===== config.mk =====
export PLATFORM = sky130hd
export DESIGN_NAME = sld_top
export DESIGN_NICKNAME = d
export VERILOG_FILES = /design/src/logic/sld_pkg.sv /design/src/logic/sld_top.sv /design/src/logic/sld_sync.sv
export SDC_FILE = /design/constraint.sdc
export NUM_CORES = 1
export LEC_CHECK = 0
export CORE_MARGIN = 1.5
export CORE_UTILIZATION = 50
export CTS_CLUSTER_SIZE = 25
export DETAILED_ROUTE_END_ITERATION = 10
export DONT_BUFFER_PORTS = 1
export GPL_TIMING_DRIVEN = 0
export PLACE_DENSITY = 0.67
export SYNTH_ARGS = -nofsm -noshare
export SYNTH_HDL_FRONTEND = slang
export SYNTH_SLANG_ARGS = --single-unit

===== constraint.sdc =====
create_clock -name i_clk -period 6.7 [get_ports i_clk]
set_input_delay 0.67 -clock i_clk [delete_from_list [all_inputs] [get_ports i_clk]]
set_output_delay 0.67 -clock i_clk [all_outputs]
set_load 0.01 [all_outputs]

===== src/logic/sld_pkg.sv =====
// Shared constants for the serial lane deserializer
package sld_pkg;
    // Clock rate of the block's own clock
    localparam int CLK_MHZ            = 40;
    localparam int CLK_PERIOD_NS      = 25;
    // Bit slots carried by each lane in one link clock period
    localparam int SLOTS_PER_PERIOD   = 7;
    localparam logic [2:0] LAST_SLOT  = 3'h6;
    localparam logic [2:0] SLOTS_DONE = 3'h7;
    // Lane counts of the wide and narrow variants
    localparam int WIDE_LANES         = 4;
    localparam int NARROW_LANES       = 3;
    // Lock wait after a clock returns or sleep ends, in microseconds
    localparam int LOCK_WAIT_US       = 10000;
    localparam int LOCK_WAIT_CYC      = LOCK_WAIT_US * CLK_MHZ;
    // Longest allowed sleep entry delay
    localparam int SLEEP_ENTRY_NS     = 1000;
    localparam int SLEEP_ENTRY_CYC    = (SLEEP_ENTRY_NS / CLK_PERIOD_NS < 1) ? 1 : SLEEP_ENTRY_NS / CLK_PERIOD_NS;
    // Clock pass delay, picoseconds; below one cycle, so one cycle is the floor
    localparam int CLOCK_PASS_DELAY_PS = 7500;
    localparam int CLOCK_PASS_CYC     = (CLOCK_PASS_DELAY_PS * CLK_MHZ / 1000000 < 1) ? 1 :
                                        CLOCK_PASS_DELAY_PS * CLK_MHZ / 1000000;
    // Link periods of latency through the receiver
    localparam int LATENCY_PERIODS    = 2;
    // Cycles without a link edge before the link clock counts as gone
    localparam logic [15:0] LINK_DEAD_CYC = 16'h0100;
    // Slot sampling: ph*14 + 28 >= (2k+1)*period; the extra two cycles pay back the
    // synchroniser delay and the round-up, so each sample lands near the middle of its slot
    // and slot 6 is always taken before the next link edge
    localparam logic [23:0] SLOT_SCALE  = 24'h00_000E;
    localparam logic [23:0] SLOT_CENTRE = 24'h00_001C;
    // Reset values
    localparam logic [15:0] PH_RST    = 16'h0000;
    localparam logic [15:0] PER_RST   = 16'h0000;
    localparam logic [2:0]  SLOT_RST  = 3'h0;

    // Operating state, one-hot
    typedef enum logic [3:0] {
        ST_SLEEP = 4'b0001,
        ST_LOCK  = 4'b0010,
        ST_RUN   = 4'b0100,
        ST_LOST  = 4'b1000
    } sld_state_t;
endpackage : sld_pkg


===== src/logic/sld_top.sv =====
// Serial lane deserializer: lanes plus link clock in, parallel word and strobe clock out
`timescale 1ns/1ps
module sld_top
    import sld_pkg::*;
#(
    parameter int LANES    = WIDE_LANES,
    parameter int LOCK_CYC = LOCK_WAIT_CYC
) (
    input  wire logic                              i_clk,
    input  wire logic                              i_rstn,
    input  wire logic [LANES-1:0]                  i_serial_lane_in,
    input  wire logic [LANES-1:0]                  i_lane_driven,
    input  wire logic                              i_link_clock_in,
    input  wire logic                              i_sleep_n,
    output logic [LANES*SLOTS_PER_PERIOD-1:0]      o_parallel_word_out,
    output logic                                   o_strobe_clock_out,
    output logic                                   o_lock_done
);
    localparam int WORD_W      = LANES * SLOTS_PER_PERIOD;
    localparam int SYNC_W      = 2 * LANES + 2;
    localparam int SLEEP_BOUND = 40;

    // Slot k is due once the phase passes the middle of its slot
    function automatic logic slot_due(input logic [15:0] ph, input logic [2:0] k, input logic [15:0] per);
        logic [23:0] lhs;
        logic [23:0] rhs;
        lhs = 24'(ph) * SLOT_SCALE + SLOT_CENTRE;
        rhs = (24'(k) * 24'h00_0002 + 24'h00_0001) * 24'(per);
        return lhs >= rhs;
    endfunction : slot_due

    logic [SYNC_W-1:0]  sync_out;
    logic [LANES-1:0]   lane_s;
    logic [LANES-1:0]   driven_s;
    logic               link_s;
    logic               sleep_n_s;
    logic               link_prev_r;
    logic               link_rise;
    logic               link_dead;
    logic [15:0]        ph_r;
    logic [15:0]        per_r;
    logic               per_ok_r;
    logic [2:0]         slot_r;
    logic               take;
    logic [LANES-1:0]   lane_bit;
    logic [WORD_W-1:0]  cap_r;
    logic [WORD_W-1:0]  pend_r;
    logic               pend_ok_r;
    logic [31:0]        lock_cnt_r;
    sld_state_t         state_r;
    sld_state_t         state_nxt;

    // Every outside input except i_rstn crosses two flops before use
    sld_sync #(.WIDTH(SYNC_W)) u_sync (
        .i_clk  (i_clk),
        .i_rstn (i_rstn),
        .i_async({i_sleep_n, i_link_clock_in, i_lane_driven, i_serial_lane_in}),
        .o_sync (sync_out)
    );
    assign lane_s    = sync_out[LANES-1:0];
    assign driven_s  = sync_out[2*LANES-1:LANES];
    assign link_s    = sync_out[2*LANES];
    assign sleep_n_s = sync_out[2*LANES+1];

    // Link edge detection on the synchronised copy only
    always_ff @(posedge i_clk or negedge i_rstn)
    begin
        if (!i_rstn)
            link_prev_r <= 1'b0;
        else
            link_prev_r <= link_s;
    end
    assign link_rise = link_s & ~link_prev_r;
    assign link_dead = (ph_r >= LINK_DEAD_CYC);

    // Phase within the link period and measured period; periods of up to 256 block cycles are tracked
    always_ff @(posedge i_clk or negedge i_rstn)
    begin
        if (!i_rstn)
        begin
            ph_r     <= PH_RST;
            per_r    <= PER_RST;
            per_ok_r <= 1'b0;
        end
        else if (state_r == ST_SLEEP)
        begin
            ph_r     <= PH_RST;
            per_ok_r <= 1'b0;
        end
        else if (link_rise)
        begin
            ph_r     <= PH_RST;
            per_r    <= ph_r + 16'h0001;
            per_ok_r <= !link_dead;
        end
        else if (!link_dead)
        begin
            ph_r <= ph_r + 16'h0001;
        end
        else
        begin
            per_ok_r <= 1'b0;
        end
    end

    // Undriven lanes float high through the failsafe bias
    assign lane_bit = lane_s | ~driven_s;
    assign take     = per_ok_r && (slot_r != SLOTS_DONE) && slot_due(ph_r, slot_r, per_r);

    // Slots are taken in order, bit 0 first, at successive slot centres
    always_ff @(posedge i_clk or negedge i_rstn)
    begin
        if (!i_rstn)
        begin
            slot_r <= SLOT_RST;
            cap_r  <= '0;
        end
        else if (state_r == ST_SLEEP)
        begin
            slot_r <= SLOT_RST;
            cap_r  <= '0;
        end
        else if (link_rise)
        begin
            slot_r <= SLOT_RST;
        end
        else if (take)
        begin
            // Lane n owns bits n*7 .. n*7+6 of the word
            for (int n = 0; n < LANES; n++)
                cap_r[n*SLOTS_PER_PERIOD + int'(slot_r)] <= lane_bit[n];
            slot_r <= slot_r + 3'h1;
        end
    end

    // Operating state
    always_comb
    begin
        state_nxt = state_r;
        case (state_r)
            ST_SLEEP: if (sleep_n_s) state_nxt = ST_LOCK;
            ST_LOCK:  if (link_dead) state_nxt = ST_LOST;
                      else if (lock_cnt_r >= 32'(LOCK_CYC - 1)) state_nxt = ST_RUN;
            ST_RUN:   if (link_dead) state_nxt = ST_LOST;
            ST_LOST:  if (link_rise) state_nxt = ST_LOCK;
            default:  state_nxt = ST_SLEEP;
        endcase
        if (!sleep_n_s)
            state_nxt = ST_SLEEP;
    end

    always_ff @(posedge i_clk or negedge i_rstn)
    begin
        if (!i_rstn)
            state_r <= ST_SLEEP;
        else
            state_r <= state_nxt;
    end

    // Lock wait restarts whenever the clock returns or sleep ends
    always_ff @(posedge i_clk or negedge i_rstn)
    begin
        if (!i_rstn)
            lock_cnt_r <= '0;
        else if (state_r == ST_LOCK)
            lock_cnt_r <= lock_cnt_r + 32'h0000_0001;
        else
            lock_cnt_r <= '0;
    end

    // Two-stage word pipe: capture, pend, present; one step per link edge
    always_ff @(posedge i_clk or negedge i_rstn)
    begin
        if (!i_rstn)
        begin
            pend_r              <= '0;
            pend_ok_r           <= 1'b0;
            o_parallel_word_out <= '0;
        end
        else if (state_nxt == ST_SLEEP)
        begin
            pend_r              <= '0;
            pend_ok_r           <= 1'b0;
            o_parallel_word_out <= '0;
        end
        else if (link_rise && state_r != ST_LOST)
        begin
            pend_r    <= cap_r;
            pend_ok_r <= per_ok_r && (slot_r == SLOTS_DONE);
            // Only a whole word reaches the pins, and only after lock
            if (state_r == ST_RUN && pend_ok_r)
                o_parallel_word_out <= pend_r;
        end
        // With the link clock gone the word simply stays put
    end

    // Strobe clock high for the second half of the measured period
    always_ff @(posedge i_clk or negedge i_rstn)
    begin
        if (!i_rstn)
            o_strobe_clock_out <= 1'b0;
        else
            o_strobe_clock_out <= (state_nxt == ST_RUN) && per_ok_r && !link_rise &&
                                  (ph_r + 16'h0001 >= (per_r >> 1));
    end

    // Lock indication for downstream logic
    always_ff @(posedge i_clk or negedge i_rstn)
    begin
        if (!i_rstn)
            o_lock_done <= 1'b0;
        else
            o_lock_done <= (state_nxt == ST_RUN);
    end

    a_sleep_low: assert property (@(posedge i_clk) disable iff (!i_rstn)
        (!sleep_n_s && !$past(sleep_n_s)) |-> (o_parallel_word_out == '0 && !o_strobe_clock_out && !o_lock_done))
        else $error("outputs not low in sleep");

    a_sleep_entry_time: assert property (@(posedge i_clk) disable iff (!i_rstn)
        $fell(i_sleep_n) |-> ##[1:SLEEP_BOUND] (o_parallel_word_out == '0 && !o_strobe_clock_out))
        else $error("sleep entry too slow");

    a_lock_wait_full: assert property (@(posedge i_clk) disable iff (!i_rstn)
        (state_r == ST_RUN && $past(state_r) == ST_LOCK) |-> $past(lock_cnt_r) == 32'(LOCK_CYC - 1))
        else $error("run entered before lock wait");

    a_word_once_period: assert property (@(posedge i_clk) disable iff (!i_rstn)
        ($changed(o_parallel_word_out) && sleep_n_s && $past(sleep_n_s)) |-> $past(link_rise))
        else $error("word changed off a link edge");

    a_word_pipe_latency: assert property (@(posedge i_clk) disable iff (!i_rstn)
        ($changed(o_parallel_word_out) && sleep_n_s && $past(sleep_n_s)) |-> o_parallel_word_out == $past(pend_r))
        else $error("word skipped the pipe stage");

    a_dead_hold_word: assert property (@(posedge i_clk) disable iff (!i_rstn)
        (state_r == ST_LOST && sleep_n_s && $past(sleep_n_s)) |=> $stable(o_parallel_word_out))
        else $error("word moved with link clock gone");

    a_dead_strobe_low: assert property (@(posedge i_clk) disable iff (!i_rstn)
        (state_r == ST_LOST) |=> !o_strobe_clock_out)
        else $error("strobe active with link clock gone");

    a_float_reads_high: assert property (@(posedge i_clk) disable iff (!i_rstn)
        (take && driven_s[0] == 1'b0 && state_r != ST_SLEEP && !link_rise) |=> cap_r[int'($past(slot_r))] == 1'b1)
        else $error("undriven lane not read high");

    a_slot_order: assert property (@(posedge i_clk) disable iff (!i_rstn)
        (slot_r != $past(slot_r) && slot_r != SLOT_RST) |-> slot_r == $past(slot_r) + 3'h1)
        else $error("slots taken out of order");

    a_strobe_rise_mid: assert property (@(posedge i_clk) disable iff (!i_rstn)
        $rose(o_strobe_clock_out) |-> ($past(ph_r) + 16'h0001 >= ($past(per_r) >> 1)))
        else $error("strobe rose before mid period");
endmodule : sld_top


===== src/logic/sld_sync.sv =====
// Two-flop synchroniser for a group of level inputs
`timescale 1ns/1ps
module sld_sync #(
    parameter int WIDTH = 1
) (
    input  wire logic             i_clk,
    input  wire logic             i_rstn,
    input  wire logic [WIDTH-1:0] i_async,
    output logic      [WIDTH-1:0] o_sync
);
    logic [WIDTH-1:0] meta_r;

    // First stage feeds only the second stage
    always_ff @(posedge i_clk or negedge i_rstn)
    begin
        if (!i_rstn)
        begin
            meta_r <= '0;
            o_sync <= '0;
        end
        else
        begin
            meta_r <= i_async;
            o_sync <= meta_r;
        end
    end
endmodule : sld_sync


==> metrics.txt <==
outcome=complete, no violations; EDFF count, synth=0; Total GRT Usage=0.242; DIE HEIGHT=165 um; Placed Instance Area=13500 um^2; most used routing layer=met2; Area Growth Syn to Fin=8.68%; share of flip-flops with an asynchronous set or reset=1.00; crit path max-delay cell type=a2111oi_0; DRT Wirelength=31000 um; n_diodes=0; CTS tree=done; combinational share of power=0.238; Post-DP HPWL=23200 um; main flop type after synthesis=dfrtp_1; met1 usage=0.334; antenna violations before repair=0; Num CTS Buffers=17; RSZ-0062 raised after global routing=false; Avg Inst Size Synth=8.73 um^2; Final Max Tran Viols=0; final estimated routing congestion in global placement=0.907; Tot Pwr=0.00294 W; clk slew on worst S/H paths=0.08 ns; Area contributors post-synth=dfrtp_1, ha_1, fa_1; Syn Nets=1689; Max-cap violations=0; Worst VDD drop=196 uV; FF-to-FF setup slack=0.38 ns; sequential element share of the synthesized area=0.344; min cycle time layout=6.32 ns; worst-path maximum fanout=12; f_max=0.158 GHz; Final ANT Viol Nets=0; final-layout fill cell count=2386; FF+latch area=4510 um^2; multi-input logic area=8020 um^2; layout cells sized above 1=0.0509; Required @ worst endpoint=7.03 ns; first-pass GRT wire length=52100 um; drt pass-1 iters=5; leading area contributor after synthesis=dfrtp_1; Core Area=25800 um^2; Max stage delay on crit path=0.67 ns; Mapped Cells=1499; die footprint=27200 um^2; setup TNS=0 ns; DRT iter0 DRCs=786; post-synthesis cell area=13100 um^2; sequential share of power=0.408; Worst Hold Class=input pin to async pin; post-synth cell types=61; nets=1709; worst-path cell chain=inv_2 -> clkbuf_4 -> nor2_1 -> ha_1 -> fa_1 -> inv_1 -> fa_1 -> inv_1 -> ha_1 -> or3_1 -> a211oi_1 -> nor3_1 -> o211ai_1 -> and3_1 -> xor2_1 -> ha_1 -> a2111oi_0 -> nor2b_1 -> o31ai_4 -> o21a_2 -> clkbuf_2 -> a31o_2 -> o31ai_1; clk_lat worst skew=0.44 ns; H-tree depth=4; residual DRC count=0; WL/cell=16.6 um; startpoint class of the critical path=flop; GRT Residual Overflow=0; routed vias/inst=5.71; clock network power share=0.354; leak pwr=6.46 nW; register bit total from synthesis=180; Hold Fails Final Rpt=0; Period Utilization, post-route=0.943; M2 GR Usage=0.391; hold_ws=0.0710 ns; Arr. time, crit path=6.65 ns; vias in the first global route=10400; critical path class=flop to flop; GR Util met3=0.0319; net switching power=0.00104 W; CP Capture Type=flop; Worst Clk Skew=0.0128 ns; CTS sink cnt=180; total vias in the final route=10700; IO Port Bufs=0; Synth top area share=0.342; Root Driver=clkbuf_16; Row Count=59; Sw Ratio=0.355; measured slew at the worst slew-check pin=0.896 ns; count leader, synth=nand2_1; synth cell count leaders=nand2_1, dfrtp_1, nor2_1; endpoints failing setup=0; Initial Util=0.506; Worst slew margin=0.403; Top Ports=42; Int Power=0.00189 W; post-route cell area=14200 um^2; total power per unit cell area=206 nW/um^2; Die X=165 um; Syn. warnings=0; Clock Path Buffers=2; CP dominant cell by count=ha_1; largest net degree at the start of global routing=180
-- cell type report --
cell class                 count  area share
multi-input combinational   1160       0.564
sequential                   180       0.317
timing repair buffer           3     0.00299
clock inverter                15      0.0139
timing repair inverter         1    0.000352
clock buffer                  17      0.0299
buffer                        68      0.0187
inverter                      88      0.0235
tap                          335      0.0295
-- through the flow --
step                worst slack (ns)   util  std cells
floorplan                      0.744      -       1499
global placement              -0.792  0.523       1834
detailed placement            -0.869  0.523       1834
CTS                           0.0477  0.549       1866
global route                  0.0264  0.550       1867
finish                         0.383  0.550       1867
-- power by group through the flow --
stage                     clock network (W)  logic [W]  registers (W)
after global routing                0.00110   0.000799        0.00121
after floorplan                           0   0.000481        0.00120
after CTS                           0.00106   0.000696        0.00120
after global placement                    0   0.000639        0.00122
final                               0.00104   0.000698        0.00120
after detailed placement                  0   0.000658        0.00122
-- cells in the final DEF, fill, tap and decap left out, types with 22 or more instances in the layout --
master,Yosys,final
fa_1,44,44
nand2_1,206,206
or3_1,22,22
xor2_1,41,41
clkbuf_1,60,54
a21oi_1,141,140
nor2_1,150,150
inv_1,87,85
o21ai_0,52,49
xnor2_1,43,43
ha_1,134,134
o31ai_1,23,22
dfrtp_1,179,177
nand3_1,60,58
-- critical path: cells and delay by family, from the launching register on --
family                     cells  cell delay (ns)
adders and majority gates      5             1.81
xor gates and xnor gates       1             0.16
DFF                            1             0.52
AOI/OAI and AO/OA              7             1.82
buffers and inverters          5             0.72
and+or+nand+nor                5             1.17
-- final timing paths --
kind | start | end | depth (start not counted)
max in group asynchronous | i_rstn | slot_r[1]$_DFFE_PN0P_ | 1
hold / removal | i_rstn | state_r[0]$_DFF_PN1_ | 0
setup / recovery | slot_r[2]$_DFFE_PN0P_ | cap_r[14]$_DFFE_PN0P_ | 23
min in group i_clk | i_serial_lane_in[0] | u_sync.meta_r[0]$_DFF_PN0_ | 0
setup reg to reg | slot_r[2]$_DFFE_PN0P_ | cap_r[14]$_DFFE_PN0P_ | 23
hold reg to reg | u_sync.meta_r[7]$_DFF_PN0_ | u_sync.o_sync[7]$_DFF_PN0_ | 0
-- registers in the layout, summed over array words and instances, names as in the netlist --
name                 flops
cap_r                   28
pend_r                  28
per_r                   16
u_sync.o_sync           10
state_r                  4
o_strobe_clock_out       1
slot_r                   3
o_lock_done              1
pend_ok_r                1
ph_r                    16
o_parallel_word_out     28
link_prev_r              1
u_sync.meta_r           10
per_ok_r                 1
lock_cnt_r              32
-- logic make-up (layout without fill, tap and decap cells) --
| logic type | count (synthesis) | after routing | share of synthesized area |
|---|---|---|---|
| AND/OR/NAND/NOR | 551 | 551 | 0.191 |
| AO/OA/AOI/OAI | 344 | 344 | 0.165 |
| flip-flops | 180 | 180 | 0.344 |
| adder cells (fa/ha/maj) | 178 | 178 | 0.195 |
| buffers and inverters | 159 | 192 | 0.0457 |
| XOR/XNOR | 84 | 84 | 0.0562 |
| multiplexers | 3 | 3 | 0.00229 |
-- per-layer routing --
metal,share of wire,up-vias
met5,0,-
met4,0.022,0
met3,0.051,46
met2,0.47,312
met1,0.46,5098
li1,-,5208
-- what timing repair did --
action	CTS	global route
hold buffers	1	0
cloned	1	0
gates resized for setup	12	14
setup endpoints to repair	31	31
buffers inserted	0	2
hold endpoints to repair	179	0
(Power assumes the default switching activity.)
